<file path="src/cslr_pkg.sv">
// constants, types and decode table for the stack, logic and rotate executor
//
// How it works
// - idle opcode 9D: one byte, one cycle, only the program counter advances
// - opcode 62 swaps accumulator nibbles in one cycle, flags untouched
// - or-with-memory puts accumulator OR operand back into the accumulator
// - after the OR: overflow cleared, negative from bit 7, zero on zero result
// - OR opcodes AA BA CA DA EA FA 9EDA 9EEA take 2 3 4 4 3 3 5 4 cycles
// - accumulator push: store at stack pointer, then decrement; two cycles, flags kept
// - index high push: store at stack pointer, then decrement; two cycles, flags kept
// - index low push: store at stack pointer, then decrement; two cycles, flags kept
// - accumulator pop: increment stack pointer, then load from it; three cycles
// - index high pop: increment stack pointer, then load from it; three cycles
// - index low pop: increment stack pointer, then load from it; three cycles
// - rotate left: bit 0 takes old carry, carry takes old bit 7
// - rotate flags: carry old bit 7, negative bit 7, zero, overflow negative xor carry
// - rotate opcodes 39 49 59 69 79 9E69 take 5 1 1 5 4 6 cycles
// - carry chaining lets successive rotates move a multi-byte value left
`default_nettype none
package cslr_pkg;
  // ----------------------------------------
  // opcodes
  // ----------------------------------------
  localparam logic [7:0] OP_IDLE    = 8'h9d;
  localparam logic [7:0] OP_NSWAP   = 8'h62;
  localparam logic [7:0] OP_PAGE2   = 8'h9e;
  localparam logic [7:0] OP_OR_IMM  = 8'haa;
  localparam logic [7:0] OP_OR_DIR  = 8'hba;
  localparam logic [7:0] OP_OR_EXT  = 8'hca;
  localparam logic [7:0] OP_OR_IX2  = 8'hda;
  localparam logic [7:0] OP_OR_IX1  = 8'hea;
  localparam logic [7:0] OP_OR_IX   = 8'hfa;
  localparam logic [7:0] OP_PSH_A   = 8'h87;
  localparam logic [7:0] OP_PSH_H   = 8'h8b;
  localparam logic [7:0] OP_PSH_X   = 8'h89;
  localparam logic [7:0] OP_POP_A   = 8'h86;
  localparam logic [7:0] OP_POP_H   = 8'h8a;
  localparam logic [7:0] OP_POP_X   = 8'h88;
  localparam logic [7:0] OP_ROL_DIR = 8'h39;
  localparam logic [7:0] OP_ROL_A   = 8'h49;
  localparam logic [7:0] OP_ROL_X   = 8'h59;
  localparam logic [7:0] OP_ROL_IX1 = 8'h69;
  localparam logic [7:0] OP_ROL_IX  = 8'h79;
  // ----------------------------------------
  // cycle counts
  // ----------------------------------------
  localparam logic [2:0] CYC_ONE     = 3'h1;
  localparam logic [2:0] CYC_OR_IMM  = 3'h2;
  localparam logic [2:0] CYC_OR_DIR  = 3'h3;
  localparam logic [2:0] CYC_OR_EXT  = 3'h4;
  localparam logic [2:0] CYC_OR_IX2  = 3'h4;
  localparam logic [2:0] CYC_OR_IX1  = 3'h3;
  localparam logic [2:0] CYC_OR_IX   = 3'h3;
  localparam logic [2:0] CYC_OR_SP2  = 3'h5;
  localparam logic [2:0] CYC_OR_SP1  = 3'h4;
  localparam logic [2:0] CYC_PUSH    = 3'h2;
  localparam logic [2:0] CYC_POP     = 3'h3;
  localparam logic [2:0] CYC_ROL_DIR = 3'h5;
  localparam logic [2:0] CYC_ROL_IX1 = 3'h5;
  localparam logic [2:0] CYC_ROL_IX  = 3'h4;
  localparam logic [2:0] CYC_ROL_SP1 = 3'h6;
  // ----------------------------------------
  // flags layout and reset values
  // ----------------------------------------
  localparam int          FLG_C   = 0;
  localparam int          FLG_Z   = 1;
  localparam int          FLG_N   = 2;
  localparam int          FLG_I   = 3;
  localparam int          FLG_H   = 4;
  localparam int          FLG_V   = 7;
  localparam logic [7:0]  FLG_RST = 8'h68;
  localparam logic [15:0] SP_RST  = 16'h00ff;
  localparam logic [15:0] STK_STEP = 16'h0001;
  localparam logic [15:0] PC_STEP  = 16'h0001;
  // ----------------------------------------
  // types
  // ----------------------------------------
  typedef enum logic [2:0] {CL_IDLE, CL_NSWAP, CL_OR, CL_PUSH, CL_POP, CL_ROL} cslr_cls_t;
  typedef enum logic [3:0] {
    M_INH, M_IMM, M_DIR, M_EXT, M_IX2, M_IX1, M_IX, M_SP2, M_SP1
  } cslr_mode_t;
  typedef enum logic [1:0] {R_ACC, R_IH, R_IL} cslr_sel_t;
  typedef enum logic [2:0] {
    S_FETCH = 3'b000,
    S_PAGE2 = 3'b001,
    S_OPND1 = 3'b011,
    S_OPND2 = 3'b010,
    S_READ  = 3'b110,
    S_WRITE = 3'b111,
    S_WAIT  = 3'b101
  } cslr_state_t;
  typedef struct packed {
    cslr_cls_t  cls;
    cslr_mode_t mode;
    cslr_sel_t  sel;
    logic [2:0] cyc;
    logic       bad;
  } cslr_dec_t;
  typedef struct packed {
    cslr_state_t state;
    cslr_dec_t   dec;
    logic [2:0]  cnt;
    logic [15:0] pc;
    logic [15:0] sp;
    logic [15:0] ea;
    logic [7:0]  acc;
    logic [7:0]  ih;
    logic [7:0]  il;
    logic [7:0]  flg;
    logic [7:0]  tmp;
    logic        bad;
  } cslr_st_t;
  // ----------------------------------------
  // opcode decode
  // ----------------------------------------
  function automatic cslr_dec_t cslr_decode(input logic pg2, input logic [7:0] op);
    cslr_dec_t d;
    d = '{CL_IDLE, M_INH, R_ACC, CYC_ONE, 1'b1};
    if (pg2) begin
      case (op)
        OP_OR_IX2:  d = '{CL_OR, M_SP2, R_ACC, CYC_OR_SP2, 1'b0};
        OP_OR_IX1:  d = '{CL_OR, M_SP1, R_ACC, CYC_OR_SP1, 1'b0};
        OP_ROL_IX1: d = '{CL_ROL, M_SP1, R_ACC, CYC_ROL_SP1, 1'b0};
        default:    d.bad = 1'b1;
      endcase
    end else begin
      case (op)
        OP_IDLE:    d = '{CL_IDLE, M_INH, R_ACC, CYC_ONE, 1'b0};
        OP_NSWAP:   d = '{CL_NSWAP, M_INH, R_ACC, CYC_ONE, 1'b0};
        OP_OR_IMM:  d = '{CL_OR, M_IMM, R_ACC, CYC_OR_IMM, 1'b0};
        OP_OR_DIR:  d = '{CL_OR, M_DIR, R_ACC, CYC_OR_DIR, 1'b0};
        OP_OR_EXT:  d = '{CL_OR, M_EXT, R_ACC, CYC_OR_EXT, 1'b0};
        OP_OR_IX2:  d = '{CL_OR, M_IX2, R_ACC, CYC_OR_IX2, 1'b0};
        OP_OR_IX1:  d = '{CL_OR, M_IX1, R_ACC, CYC_OR_IX1, 1'b0};
        OP_OR_IX:   d = '{CL_OR, M_IX, R_ACC, CYC_OR_IX, 1'b0};
        OP_PSH_A:   d = '{CL_PUSH, M_INH, R_ACC, CYC_PUSH, 1'b0};
        OP_PSH_H:   d = '{CL_PUSH, M_INH, R_IH, CYC_PUSH, 1'b0};
        OP_PSH_X:   d = '{CL_PUSH, M_INH, R_IL, CYC_PUSH, 1'b0};
        OP_POP_A:   d = '{CL_POP, M_INH, R_ACC, CYC_POP, 1'b0};
        OP_POP_H:   d = '{CL_POP, M_INH, R_IH, CYC_POP, 1'b0};
        OP_POP_X:   d = '{CL_POP, M_INH, R_IL, CYC_POP, 1'b0};
        OP_ROL_DIR: d = '{CL_ROL, M_DIR, R_ACC, CYC_ROL_DIR, 1'b0};
        OP_ROL_A:   d = '{CL_ROL, M_INH, R_ACC, CYC_ONE, 1'b0};
        OP_ROL_X:   d = '{CL_ROL, M_INH, R_IL, CYC_ONE, 1'b0};
        OP_ROL_IX1: d = '{CL_ROL, M_IX1, R_ACC, CYC_ROL_IX1, 1'b0};
        OP_ROL_IX:  d = '{CL_ROL, M_IX, R_ACC, CYC_ROL_IX, 1'b0};
        default:    d.bad = 1'b1;
      endcase
    end
    return d;
  endfunction : cslr_decode
endpackage : cslr_pkg
`default_nettype wire

</file>
<file path="src/cslr_alu_if.sv">
// carrier between the executor and its logic unit
`timescale 1ns/100ps
`default_nettype none
interface cslr_alu_if;
  logic       rot;
  logic [7:0] opa;
  logic [7:0] opm;
  logic [7:0] flg_in;
  logic [7:0] res;
  logic [7:0] flg_out;
  modport core (output rot, output opa, output opm, output flg_in, input res, input flg_out);
  modport alu  (input rot, input opa, input opm, input flg_in, output res, output flg_out);
endinterface : cslr_alu_if
`default_nettype wire

</file>
<file path="src/cslr_alu.sv">
// or and rotate-left-through-carry unit with flag update
`timescale 1ns/100ps
`default_nettype none
module cslr_alu
  import cslr_pkg::*;
(
  cslr_alu_if.alu a
);
  always_comb begin
    a.flg_out = a.flg_in;
    if (a.rot) begin
      a.res            = {a.opa[6:0], a.flg_in[FLG_C]};
      a.flg_out[FLG_C] = a.opa[7];
      a.flg_out[FLG_V] = a.res[7] ^ a.opa[7];
    end else begin
      a.res            = a.opa | a.opm;
      a.flg_out[FLG_V] = 1'b0;
    end
    a.flg_out[FLG_N] = a.res[7];
    a.flg_out[FLG_Z] = (a.res == 8'h00);
  end
endmodule : cslr_alu
`default_nettype wire

</file>
<file path="src/cslr_exec.sv">
// instruction executor for idle, nibble swap, or, push, pop and rotate left
`timescale 1ns/100ps
`default_nettype none
module cslr_exec
  import cslr_pkg::*;
#(
  parameter logic [15:0] RST_PC = 16'h0000
)(
  input  wire logic        clk_i,
  input  wire logic        rst_i,
  input  wire logic        ce_i,
  input  wire logic [7:0]  mem_rdata_i,
  output logic      [15:0] mem_addr_o,
  output logic             mem_rd_o,
  output logic             mem_wr_o,
  output logic      [7:0]  mem_wdata_o,
  output logic             opcode_fetch_o,
  output logic             illegal_o,
  output logic      [15:0] pc_o,
  output logic      [15:0] stack_pointer_o,
  output logic      [7:0]  acc_o,
  output logic      [7:0]  index_high_o,
  output logic      [7:0]  index_low_o,
  output logic      [7:0]  flags_register_o
);
  // ----------------------------------------
  // state and helpers
  // ----------------------------------------
  cslr_st_t   st_ff;
  cslr_st_t   nxt_st;
  cslr_dec_t  dnow;
  logic       opc_here;
  logic [15:0] ea_full;
  logic [15:0] hx;
  logic       rd;
  logic       wr;
  cslr_alu_if alu_c ();

  cslr_alu u_alu (
    .a (alu_c)
  );

  localparam cslr_st_t ST_RST = '{
    state: S_FETCH,
    dec:   '{CL_IDLE, M_INH, R_ACC, CYC_ONE, 1'b0},
    cnt:   3'h0,
    pc:    RST_PC,
    sp:    SP_RST,
    ea:    16'h0000,
    acc:   8'h00,
    ih:    8'h00,
    il:    8'h00,
    flg:   FLG_RST,
    tmp:   8'h00,
    bad:   1'b0
  };

  // pads to the table count, back to fetch on the last cycle
  function automatic cslr_state_t step_end(input logic [2:0] cnt, input logic [2:0] cyc);
    return (cnt >= cyc - 3'h1) ? S_FETCH : S_WAIT;
  endfunction : step_end

  function automatic logic [15:0] ea_of(input cslr_mode_t m, input logic [15:0] off,
                                        input logic [15:0] hxv, input logic [15:0] spv);
    case (m)
      M_IX2, M_IX1: return hxv + off;
      M_IX:         return hxv;
      M_SP2, M_SP1: return spv + off;
      default:      return off;
    endcase
  endfunction : ea_of

  function automatic logic [7:0] pick(input cslr_sel_t s, input logic [7:0] av,
                                      input logic [7:0] hv, input logic [7:0] lv);
    case (s)
      R_IH:    return hv;
      R_IL:    return lv;
      default: return av;
    endcase
  endfunction : pick

  // ----------------------------------------
  // decode and data path
  // ----------------------------------------
  always_comb begin
    hx       = {st_ff.ih, st_ff.il};
    opc_here = ((st_ff.state == S_FETCH) && (mem_rdata_i != OP_PAGE2)) || (st_ff.state == S_PAGE2);
    if (st_ff.state == S_FETCH) begin
      dnow = cslr_decode(1'b0, mem_rdata_i);
    end else if (st_ff.state == S_PAGE2) begin
      dnow = cslr_decode(1'b1, mem_rdata_i);
    end else begin
      dnow = st_ff.dec;
    end
    ea_full      = ea_of(st_ff.dec.mode, st_ff.ea, hx, st_ff.sp);
    alu_c.rot    = (dnow.cls == CL_ROL);
    alu_c.flg_in = st_ff.flg;
    alu_c.opm    = mem_rdata_i;
    if (alu_c.rot && (dnow.mode == M_INH)) begin
      alu_c.opa = (dnow.sel == R_IL) ? st_ff.il : st_ff.acc;
    end else if (alu_c.rot) begin
      alu_c.opa = mem_rdata_i;
    end else begin
      alu_c.opa = st_ff.acc;
    end
  end

  // ----------------------------------------
  // sequencer
  // ----------------------------------------
  always_comb begin
    nxt_st      = st_ff;
    nxt_st.cnt  = st_ff.cnt + 3'h1;
    nxt_st.bad  = 1'b0;
    mem_addr_o  = st_ff.pc;
    mem_wdata_o = 8'h00;
    rd          = 1'b0;
    wr          = 1'b0;
    case (st_ff.state)
      S_FETCH, S_PAGE2: begin
        rd        = 1'b1;
        nxt_st.pc = st_ff.pc + PC_STEP;
        if (!opc_here) begin
          nxt_st.state = S_PAGE2;
        end
      end
      S_OPND1: begin
        rd        = 1'b1;
        nxt_st.pc = st_ff.pc + PC_STEP;
        nxt_st.ea = {8'h00, mem_rdata_i};
        case (st_ff.dec.mode)
          M_EXT, M_IX2, M_SP2: nxt_st.state = S_OPND2;
          M_IMM: begin
            nxt_st.acc   = alu_c.res;
            nxt_st.flg   = alu_c.flg_out;
            nxt_st.state = step_end(st_ff.cnt, st_ff.dec.cyc);
          end
          default: nxt_st.state = S_READ;
        endcase
      end
      S_OPND2: begin
        rd           = 1'b1;
        nxt_st.pc    = st_ff.pc + PC_STEP;
        nxt_st.ea    = {st_ff.ea[7:0], mem_rdata_i};
        nxt_st.state = S_READ;
      end
      S_READ: begin
        rd         = 1'b1;
        mem_addr_o = (st_ff.dec.cls == CL_POP) ? st_ff.sp : ea_full;
        case (st_ff.dec.cls)
          CL_POP: begin
            case (st_ff.dec.sel)
              R_IH:    nxt_st.ih = mem_rdata_i;
              R_IL:    nxt_st.il = mem_rdata_i;
              default: nxt_st.acc = mem_rdata_i;
            endcase
            nxt_st.state = step_end(st_ff.cnt, st_ff.dec.cyc);
          end
          CL_ROL: begin
            nxt_st.tmp   = alu_c.res;
            nxt_st.flg   = alu_c.flg_out;
            nxt_st.state = S_WRITE;
          end
          default: begin
            nxt_st.acc   = alu_c.res;
            nxt_st.flg   = alu_c.flg_out;
            nxt_st.state = step_end(st_ff.cnt, st_ff.dec.cyc);
          end
        endcase
      end
      S_WRITE: begin
        wr = 1'b1;
        if (st_ff.dec.cls == CL_PUSH) begin
          mem_addr_o  = st_ff.sp;
          mem_wdata_o = pick(st_ff.dec.sel, st_ff.acc, st_ff.ih, st_ff.il);
          nxt_st.sp   = st_ff.sp - STK_STEP;
        end else begin
          mem_addr_o  = ea_full;
          mem_wdata_o = st_ff.tmp;
        end
        nxt_st.state = step_end(st_ff.cnt, st_ff.dec.cyc);
      end
      S_WAIT: begin
        nxt_st.state = step_end(st_ff.cnt, st_ff.dec.cyc);
      end
      default: begin
        nxt_st.state = S_FETCH;
      end
    endcase
    if (opc_here) begin
      nxt_st.dec = dnow;
      nxt_st.bad = dnow.bad;
      case (dnow.cls)
        CL_NSWAP: begin
          nxt_st.acc   = {st_ff.acc[3:0], st_ff.acc[7:4]};
          nxt_st.state = step_end(st_ff.cnt, dnow.cyc);
        end
        CL_PUSH: nxt_st.state = S_WRITE;
        CL_POP: begin
          nxt_st.sp    = st_ff.sp + STK_STEP;
          nxt_st.state = S_READ;
        end
        CL_OR, CL_ROL: begin
          if (dnow.mode == M_INH) begin
            if (dnow.sel == R_IL) begin
              nxt_st.il = alu_c.res;
            end else begin
              nxt_st.acc = alu_c.res;
            end
            nxt_st.flg   = alu_c.flg_out;
            nxt_st.state = step_end(st_ff.cnt, dnow.cyc);
          end else if (dnow.mode == M_IX) begin
            nxt_st.state = S_READ;
          end else begin
            nxt_st.state = S_OPND1;
          end
        end
        default: nxt_st.state = step_end(st_ff.cnt, dnow.cyc);
      endcase
    end
    if (nxt_st.state == S_FETCH) begin
      nxt_st.cnt = 3'h0;
    end
  end

  always_ff @(posedge clk_i) begin
    if (rst_i) begin
      st_ff <= ST_RST;
    end else if (ce_i) begin
      st_ff <= nxt_st;
    end
  end

  // ----------------------------------------
  // outputs
  // ----------------------------------------
  assign mem_rd_o         = rd & ce_i;
  assign mem_wr_o         = wr & ce_i;
  assign opcode_fetch_o   = (st_ff.state == S_FETCH) & ce_i;
  assign illegal_o        = st_ff.bad;
  assign pc_o             = st_ff.pc;
  assign stack_pointer_o  = st_ff.sp;
  assign acc_o            = st_ff.acc;
  assign index_high_o     = st_ff.ih;
  assign index_low_o      = st_ff.il;
  assign flags_register_o = st_ff.flg;
endmodule : cslr_exec
`default_nettype wire

</file>
<file path="config.mk">
export PLATFORM = sky130hd
export DESIGN_NAME = cslr_exec
export DESIGN_NICKNAME = d
export VERILOG_FILES = /design/src/cslr_pkg.sv /design/src/cslr_alu_if.sv /design/src/cslr_alu.sv /design/src/cslr_exec.sv
export SDC_FILE = /design/constraint.sdc
export NUM_CORES = 1
export LEC_CHECK = 0
export BUFFER_PORTS_ARGS = -buffer_cell sky130_fd_sc_hd__buf_2
export CORE_MARGIN = 1.5
export CORE_UTILIZATION = 36
export DETAILED_ROUTE_END_ITERATION = 8
export PLACE_DENSITY = 0.57
export RECOVER_POWER = 100
export SETUP_SLACK_MARGIN = 0.3
export SLEW_MARGIN = 10
export SYNTH_ARGS = -nofsm -noshare
export SYNTH_HDL_FRONTEND = slang
export SYNTH_SLANG_ARGS = --single-unit
</file>
<file path="constraint.sdc">
create_clock -name clk_i -period 4.7 [get_ports clk_i]
set_input_delay 0.47 -clock clk_i [delete_from_list [all_inputs] [get_ports clk_i]]
set_output_delay 0.47 -clock clk_i [all_outputs]
set_load 0.01 [all_outputs]
</file>
After elaboration in Yosys (flattened, before gate mapping)
Index checks and enable logic that the tools add are counted.
{"block": "word_totals", "register_bits": 108, "in_bits": 11, "out_inout_bits": 92}
{"block": "classes", "n_addsub": 8, "order_cmp": 2, "n_eq_ne": 46, "n_mux": 55, "bitwise_logic": 5, "reduce_logical": 25}
{"operator": "$pmux W12 S18", "n": 1}
{"operator": "$mux W16", "n": 10}
{"operator": "$mux W8", "n": 17}
{"operator": "$eq A8 B8 Y1 const B", "n": 13}
{"operator": "$pmux W8 S2", "n": 5}
{"operator": "$pmux W16 S2", "n": 2}
{"operator": "$pmux W16 S3", "n": 1}
{"operator": "$eq A8 B7 Y1 const B", "n": 5}
{"operator": "$pmux W12 S3", "n": 1}
{"operator": "$add A16 B1 Y16 const B", "n": 2}
{"operator": "$add A16 B16 Y16", "n": 2}
{"operator": "$mux W13", "n": 2}
{"operator": "$eq A3 B3 Y1 const B", "n": 7}
{"operator": "$eq A4 B3 Y1 const B", "n": 5}
{"operator": "$reduce_or A19 Y1", "n": 1}
{"operator": "$mux W3", "n": 6}
{"operator": "$sub A16 B1 Y16 const B", "n": 1}
{"operator": "$eq A3 B2 Y1 const B", "n": 5}
{"operator": "$pmux W3 S5", "n": 1}
{"operator": "$reduce_or A2 Y1", "n": 6}
{"operator": "$pmux W3 S3", "n": 1}
{"operator": "$eq A8 B6 Y1 const B", "n": 1}
{"operator": "$logic_not A8 Y1", "n": 1}
{"operator": "$ne A8 B8 Y1 const B", "n": 1}
{"operator": "other kinds (26)", "n": 44}

Logic depth before layout (Yosys ltp)
Gate-level depths: netlist (run 1).
{"block": "logic_depth", "word_depth": 16, "depth_mapped": 18, "mapped_depth_nobuf": 16}

Modules after synthesis
From an unflattened synthesis (run 1), not the netlist that was laid out.
{"block": "hier_totals", "cells_unflattened": 1110, "area_unflattened_um2": 8440.6}
{"module": "cslr_exec", "n_inst": 1, "cells_each": 1070, "area_each_um2": 8195.4, "seq_area_each_um2": 2142.1}
{"module": "cslr_alu", "n_inst": 1, "cells_each": 40, "area_each_um2": 245.2, "seq_area_each_um2": 0.0}

Worst setup path after synthesis (run 1)
Ideal clock, no wire load.
{"block": "synth_path", "kind": "reg-to-output", "start": "register st_ff[98] in the netlist's numbering", "end": "output mem_addr_o[15]", "arrival_ns": 4.008, "t_required_ns": 4.230, "slack_ns": 0.222, "stages_incl_launch_ff": 15, "path_buffers": 2, "path_cell_list": "dfxtp_1 > nor4b_1 > a31o_2 > clkbuf_1 > clkbuf_1 > mux2_2 > ha_1 > a21oi_1 > o21ai_0 > a31o_2 > a211o_1 > a31o_2 > a21o_1 > a2111oi_0 > or3_1"}
{"block": "synth_via", "elab_chain_len": 5}
{"element": "start, declared", "line_no": "cslr_exec.sv:29", "source": "cslr_st_t st_ff;"}
{"element": "start signal, assigned", "line_no": "cslr_exec.sv:230", "source": "st_ff <= nxt_st;"}
{"element": "$eq A4 B3 Y1 or $eq A4 B4 Y1 (tied branches)", "line_no": "cslr_exec.sv:65", "source": "case (m)"}
{"element": "$reduce_or A2 Y1", "line_no": "cslr_exec.sv:65"}
{"element": "$pmux W16 S3 *", "line_no": "cslr_exec.sv:65"}
{"element": "$mux W16, on equally long branches", "line_no": "cslr_exec.sv:173, cslr_exec.sv:149"}
{"element": "$pmux W16 S2 *", "line_no": "cslr_exec.sv:119", "source": "case (st_ff.state)"}
{"element": "end, declared", "line_no": "cslr_exec.sv:13", "source": "output logic [15:0] mem_addr_o,"}
Mark *: on every way between the ends. The rest lies on a longest branch, timed or not.

Worst setup path after layout (run 1)
{"block": "layout_path", "start": "register st_ff[100] in the netlist's numbering", "end": "output mem_addr_o[10]"}
Same word-level chain as after synthesis.

==> out/metrics.yaml, run 1 <==
cells_and_area:
  areaGrowthSynthToFinish_pct: 5.92
  num_antenna_cells: 0
  drive_above_1_share_pct: 9.80
  register_area_sq_um: 2070
  fillers: 2594
  utilization_pct: 39.2
  multiInputGateArea_sq_um: 5810
  final_area_sq_um: 9290
  nets: 1210
power_and_ir_drop:
  ir_drop_uv: 160
  p_leak_uw: 0.00325
  pwr_density_cell_nw_per_um2: 350
detailed_routing:
  drtAntennaViolNets: 0
  firstDrtPassIters: 6
  vias: 8860
  drc_errors: 0
  vias_per_cell: 5.93
  wl_per_cell_um: 20.0
  drtIter0Drc: 975
  finalWirelength_um: 29800
floorplanning:
  num_io_pins: 103
  start_util_pct: 37.0
  rows: 56
  die_w_um: 159
  dieArea_sq_um: 25300
  die_y_um: 159
  core_area_sq_um: 23700
global_route:
  first_global_vias: 8120
  grt_max_degree: 61
  grt_pass1_wl_um: 46500
  antenna_found_initial: 0
  overflow: 0
  grtUsageTotal_pct: 22.9
status:
  violations: "capacitance limit, slew limit"
  outcome: "finished with violations"
sta:
  fin_crit_sh_pct: 92.7
  slew-limit-headroom_pct: -39.5
  hold_viol: 0
  setup_slack_ns: 0.342
  period_needed_ns: 4.36
  max_freq_ghz: 0.229
  slew_viol_final: 45
  hold_ws_ns: 0.458
  fin_tns_setup_ns: 0
  rsz0062_at_grt: "yes"
  tightestPinTransition_ns: 2.09
  skew_ns: 0.0176
  finalSetupViolCount: 0
logic_synthesis:
  synthCells: 1181
  synthArstFlopShare_pct: 0
  synthTopCellsByArea: "dfxtp_1, nand2_1, buf_4"
  synth_top_area_share_pct: 23.5
  synth_warnings: 0
  synth_edf_count: 0
  synth_ff_type: "dfxtp_1"
  yosys_register_bits: 103
  synth_top_cells_by_count: "nand2_1, dfxtp_1, nor2_1"
  synth_top_cell_by_area: "dfxtp_1"
  yosysMostFrequentCell: "nand2_1"
  syn_area_sq_um: 8770
  syn_avg_cell_area_sq_um: 7.43
  synth.distinct_cells: 80
  yosysSeqAreaShare_pct: 23.5
setup_path:
  reg2reg_depth: 10
  rrSetupSlack_ns: 0.82
  r2r-end: "acc_o[0]"
  endpoint_kind: "output port"
  path_cells: "nor4b_4, a31o_4, mux2_2, ha_1, inv_1, fa_1, nor2b_1, o21ai_1, a21boi_0, o21ai_0, a211oi_2, or3_1, a31oi_1, o21ai_0, buf_2"
  worst-path-buf-inv: 2
  cp-start-kind: "flip-flop"
  crit_type: "reg2out"
  cpMostUsedCell: "o21ai_0"
  critical-path-slowest-cell: "dfxtp_4"
  cp_max_fo: 8
  worst_ep_arrival_time_ns: 3.89
  worst_ep_required_time_ns: 4.23
  crit_family: "compound AO/OA/AOI/OAI gates"
  max_stage_delay_ns: 0.38
  regToRegStartpoint: "st_ff[105]"
cts:
  htreeDepth: 3
  cts_tree: "done"
  root_buffer: "clkbuf_16"
  cts_inserted_buffers: 9
  cts.clk_slew.worst_paths_ns: 0.08
  cts.sinks: 103
  clock_path_buffers: 2
  clock_latency_ns: 0.36
  cts_hold_buf: 0
placement:
  place_ws_ns: 0.310
  io_buffers: 98
  place_hpwl_um: 21500
  globalplace.congestion: 0.923
  place_area_sq_um: 9020
flow_run:
  max-cap-violations: 1
worst_hold_path:
  holdPathEnd: "st_ff[6]"
  hp-start: "st_ff[6]"
  hold_path_class: "reg2reg"
  holdPathStages: 2
-- worst register-to-register path: cells and delay by family, from the launching register on --
| kind | cells | cell delay, ns |
|---|---|---|
| mux | 2 | 0.69 |
| simple gates | 1 | 0.57 |
| buf+inv | 2 | 0.88 |
| compound gates | 5 | 1.36 |
| flops | 1 | 0.31 |
-- placed cells by master, fill, tap and decap left out, types with 12 or more instances in the layout --
| cell type | count |
|---|---|
| a211oi_1 | 18 |
| a21oi_1 | 80 |
| a22o_1 | 12 |
| a22oi_1 | 41 |
| buf_2 | 17 |
| buf_4 | 21 |
| clkbuf_1 | 88 |
| dfxtp_1 | 100 |
| ha_1 | 27 |
| inv_1 | 27 |
| mux2_2 | 24 |
| mux2i_1 | 24 |
| nand2_1 | 135 |
| nand2b_1 | 21 |
| nand3_1 | 28 |
| nand3b_1 | 16 |
| nor2_1 | 101 |
| nor3_1 | 35 |
| o21ai_0 | 83 |
| o22ai_1 | 16 |
| or3_1 | 13 |
| xnor2_1 | 19 |
| xor2_1 | 20 |
-- cell families after synthesis --
family	Yosys count	synth area share, %
other	2	0.0856
buffers and inverters	179	11.1
XOR/XNOR	39	3.89
AND/OR/NAND/NOR	435	24.8
AO/OA/AOI/OAI	344	26.3
multiplexers	49	5.95
flip-flops	103	23.5
adder cells (fa/ha/maj)	30	4.36
-- layer usage --
layer / vias up / global-route usage [%] / routed length, um
li1: 4217 / - / -
met1: 4226 / 31.9 / 13600
met2: 365 / 36.2 / 13400
met3: 52 / 3.31 / 2170
met4: 0 / 7.55 / 683
met5: - / 0 / 0
-- power by group --
| part | internal, uW | leakage [uW] | switching (uW) |
|---|---|---|---|
| registers | 932 | 0.000835 | 114 |
| clock network | 455 | 0.000161 | 380 |
| logic | 503 | 0.00225 | 865 |
| total | 1890 | 0.00325 | 1360 |
-- flip-flops by register name, summed over array words and instances (netlist names) --
register / flops
acc_o: 8
flags_register_o: 4
illegal_o: 1
index_high_o: 8
index_low_o: 8
pc_o: 16
st_ff: 42
stack_pointer_o: 16
-- per-stage QoR --
step / std cells / total power [uW]
after floorplan: 1183 / 2060
after global placement: 1475 / 2400
after detailed placement: 1475 / 2410
after CTS: 1492 / 3260
after global routing: 1493 / 3440
final: 1493 / 3250
-- repair_timing --
| action | in CTS | in global routing |
|---|---|---|
| pin swaps | 3 | 8 |
| resized for setup | 11 | 12 |
| setup buffers | 1 | 1 |
| endpoints found under the setup margin | 9 | 6 |
| cloned | 0 | 0 |
-- layout make-up --
class,instances,share of cell area (%)
Clock buffer,11,2.72
Multi-Input combinational cell,901,62.5
Clock inverter,5,0.754
Tap cell,319,4.30
Inverter,27,1.09
Timing Repair Buffer,127,6.33
Sequential cell,103,22.3
-- how the worst max path moves through the flow --
stage                          start              to  cells past startpoint
final                     st_ff[100]  mem_addr_o[10]                     15
after detailed placement  st_ff[101]  mem_addr_o[15]                     14
after CTS                  st_ff[99]  mem_addr_o[15]                     14
after global routing      st_ff[100]  mem_addr_o[10]                     15
after global placement    st_ff[101]  mem_addr_o[15]                     14
after floorplan            st_ff[98]  mem_addr_o[15]                     14
(Power assumes the default switching activity.)
==> run 2: changes to the inputs <==
--- a/config.mk
+++ b/config.mk
@@ -9,7 +9,7 @@
 export CORE_MARGIN = 1.5
 export CORE_UTILIZATION = 36
 export DETAILED_ROUTE_END_ITERATION = 8
-export PLACE_DENSITY = 0.57
+export PLACE_DENSITY = 0.6
 export RECOVER_POWER = 100
 export SETUP_SLACK_MARGIN = 0.3
 export SLEW_MARGIN = 10
==> run 2 against run 1 <==
Compared with the run above: die area unchanged; worst hold slack about the same; critical endpoint is now mem_addr_o[15]; critical path type unchanged; the flow still finishes with violations (capacitance limit, slew limit); fmax increased by 0.34%; worst setup slack improved by 0.015 ns; cell count increased by 0.67%.
==> out/metrics.yaml, run 2 (synthesized netlist as in run 1, its figures left out) <==
sta:
  period_needed_ns: 4.34
  hold_viol: 0
  slew_viol_final: 45
  rsz0062_at_grt: "no"
  fin_tns_setup_ns: 0
  tightestPinTransition_ns: 2.09
  slew-limit-headroom_pct: -39.6
  fin_crit_sh_pct: 92.4
  finalSetupViolCount: 0
  max_freq_ghz: 0.230
  skew_ns: 0.0132
cts:
  cts.sinks: 103
  root_buffer: "clkbuf_16"
  cts_tree: "done"
  cts_inserted_buffers: 9
  cts.clk_slew.worst_paths_ns: 0.07
  clock_path_buffers: 2
  clock_latency_ns: 0.37
  htreeDepth: 3
  cts_hold_buf: 0
setup_path:
  rrSetupSlack_ns: 0.66
  critical-path-slowest-cell: "dfxtp_4"
  worst_ep_required_time_ns: 4.23
  path_cells: "nor4b_4, a31o_4, mux2_4, ha_1, a21o_1, a21oi_1, o21ai_2, a31o_2, a211o_1, a31o_2, a21o_1, nor4b_1, or3_1, buf_2"
  worst-path-buf-inv: 1
  crit_family: "compound AO/OA/AOI/OAI gates"
  regToRegStartpoint: "st_ff[105]"
  crit_cells: 14
  reg2reg_depth: 10
  worst_ep_arrival_time_ns: 3.87
  cp-start-kind: "flip-flop"
  r2r-end: "flags_register_o[1]"
  worstSetupEndpoint: "mem_addr_o[15]"
  max_stage_delay_ns: 0.36
  endpoint_kind: "output port"
  crit_start: "st_ff[99]"
  cp_max_fo: 4
  crit_type: "reg2out"
worst_hold_path:
  hold_path_class: "reg2reg"
power_and_ir_drop:
  p_leak_uw: 0.00329
  pwr_density_cell_nw_per_um2: 338
  ir_drop_uv: 170
global_route:
  antenna_found_initial: 0
  overflow: 0
  grt_max_degree: 62
  grt_pass1_wl_um: 45600
  grtUsageTotal_pct: 22.5
  first_global_vias: 8010
detailed_routing:
  vias: 8781
  vias_per_cell: 5.84
  drc_errors: 0
  firstDrtPassIters: 5
  wl_per_cell_um: 19.6
  drtAntennaViolNets: 0
  drtIter0Drc: 901
  finalWirelength_um: 29400
floorplanning:
  num_io_pins: 103
  start_util_pct: 37.0
  die_y_um: 159
  rows: 56
  dieArea_sq_um: 25300
  core_area_sq_um: 23700
  die_w_um: 159
status:
  outcome: "finished with violations"
  violations: "capacitance limit, slew limit"
cells_and_area:
  layout_commonest_cell: "nand2_1"
  nets: 1220
  largest_register_ffs: 42
  num_antenna_cells: 0
  regMostFlops: "st_ff"
  layout_common_cells: "nand2_1, nor2_1, dfxtp_1, clkbuf_1, o21ai_0"
  areaGrowthSynthToFinish_pct: 6.32
  drive_above_1_share_pct: 10.6
  fin_cells: 1503
placement:
  io_buffers: 98
  place_hpwl_um: 21500
  globalplace.congestion: 0.911
  dp.cells: 1482
flow_run:
  max-cap-violations: 1
==> run 2: changes by cell type in the layout (fill, tap and decap cells not counted), sizes merged <==
cell | previous run | this run
inv | 31 | 30
bufinv | 1 | 0
clkinv | 0 | 2
clkbuf | 99 | 98
clkinvlp | 0 | 2
buf | 39 | 48
==> run 2: area by class of cell <==
| cell class | count | area (sq um) |
|---|---|---|
| Fill cell | 2625 | 14400 |
| Tap cell | 319 | 399 |
| Sequential cell | 103 | 2070 |
| Inverter | 27 | 101 |
| Timing Repair Buffer | 137 | 659 |
| Clock inverter | 7 | 65.1 |
| Clock buffer | 9 | 225 |
| Multi-Input combinational cell | 901 | 5800 |
==> run 2: per-layer routing <==
metal	routed length [um]	track usage, %	up-vias
li1	-	-	4218
met1	13600	31.1	4113
met2	13000	35.1	396
met3	2090	3.72	54
met4	793	7.85	0
met5	0	0	-
==> run 2: worst min path at each step <==
| stage | to | depth (start not counted) | startpoint | slack (ns) |
|---|---|---|---|---|
| final | st_ff[5] | 2 | st_ff[5] | 0.46 |
| after global routing | st_ff[1] | 2 | st_ff[1] | 0.47 |
| after CTS | st_ff[5] | 2 | st_ff[5] | 0.46 |
| after detailed placement | st_ff[5] | 2 | st_ff[5] | 0.45 |
| after global placement | st_ff[2] | 2 | st_ff[2] | 0.44 |
| after floorplan | st_ff[1] | 2 | st_ff[1] | 0.44 |
==> run 2: timing repair <==
action	CTS	global route
setup endpoints to repair	9	7
pin swaps	1	8
gates resized for setup	10	16
setup buffers	1	4
==> run 2: stage by stage <==
stage          total power, uW  worst slack [ns]  utilization [%]  hold WS, ns  area (sq um)
2_1_floorplan             2060             0.341                -        0.437          8780
3_3_place_gp              2390             0.391             38.3        0.443          9070
3_5_place_dp              2390             0.197             38.3        0.449          9070
4_1_cts                   3150             0.303             39.7        0.460          9400
5_1_grt                   3350             0.172             39.4        0.473          9330
6_report                  3160             0.356             39.4        0.459          9330
==> run 2: worst reg2reg max path, stage by stage (launching register included) <==
cell and delay (ns):
dfxtp_1 0.72, or3b_1 0.56, o41ai_1 0.45, a221oi_1 0.10
o31a_1 0.21, nand2_1 0.35, clkbuf_1 0.37, mux2i_1 0.24
a21oi_1 0.21, or4_1 0.59, o21ai_0 0.18
==> run 2: power by group <==
part	internal [uW]	switching, uW
registers	933	136
clock network	371	383
logic	501	834
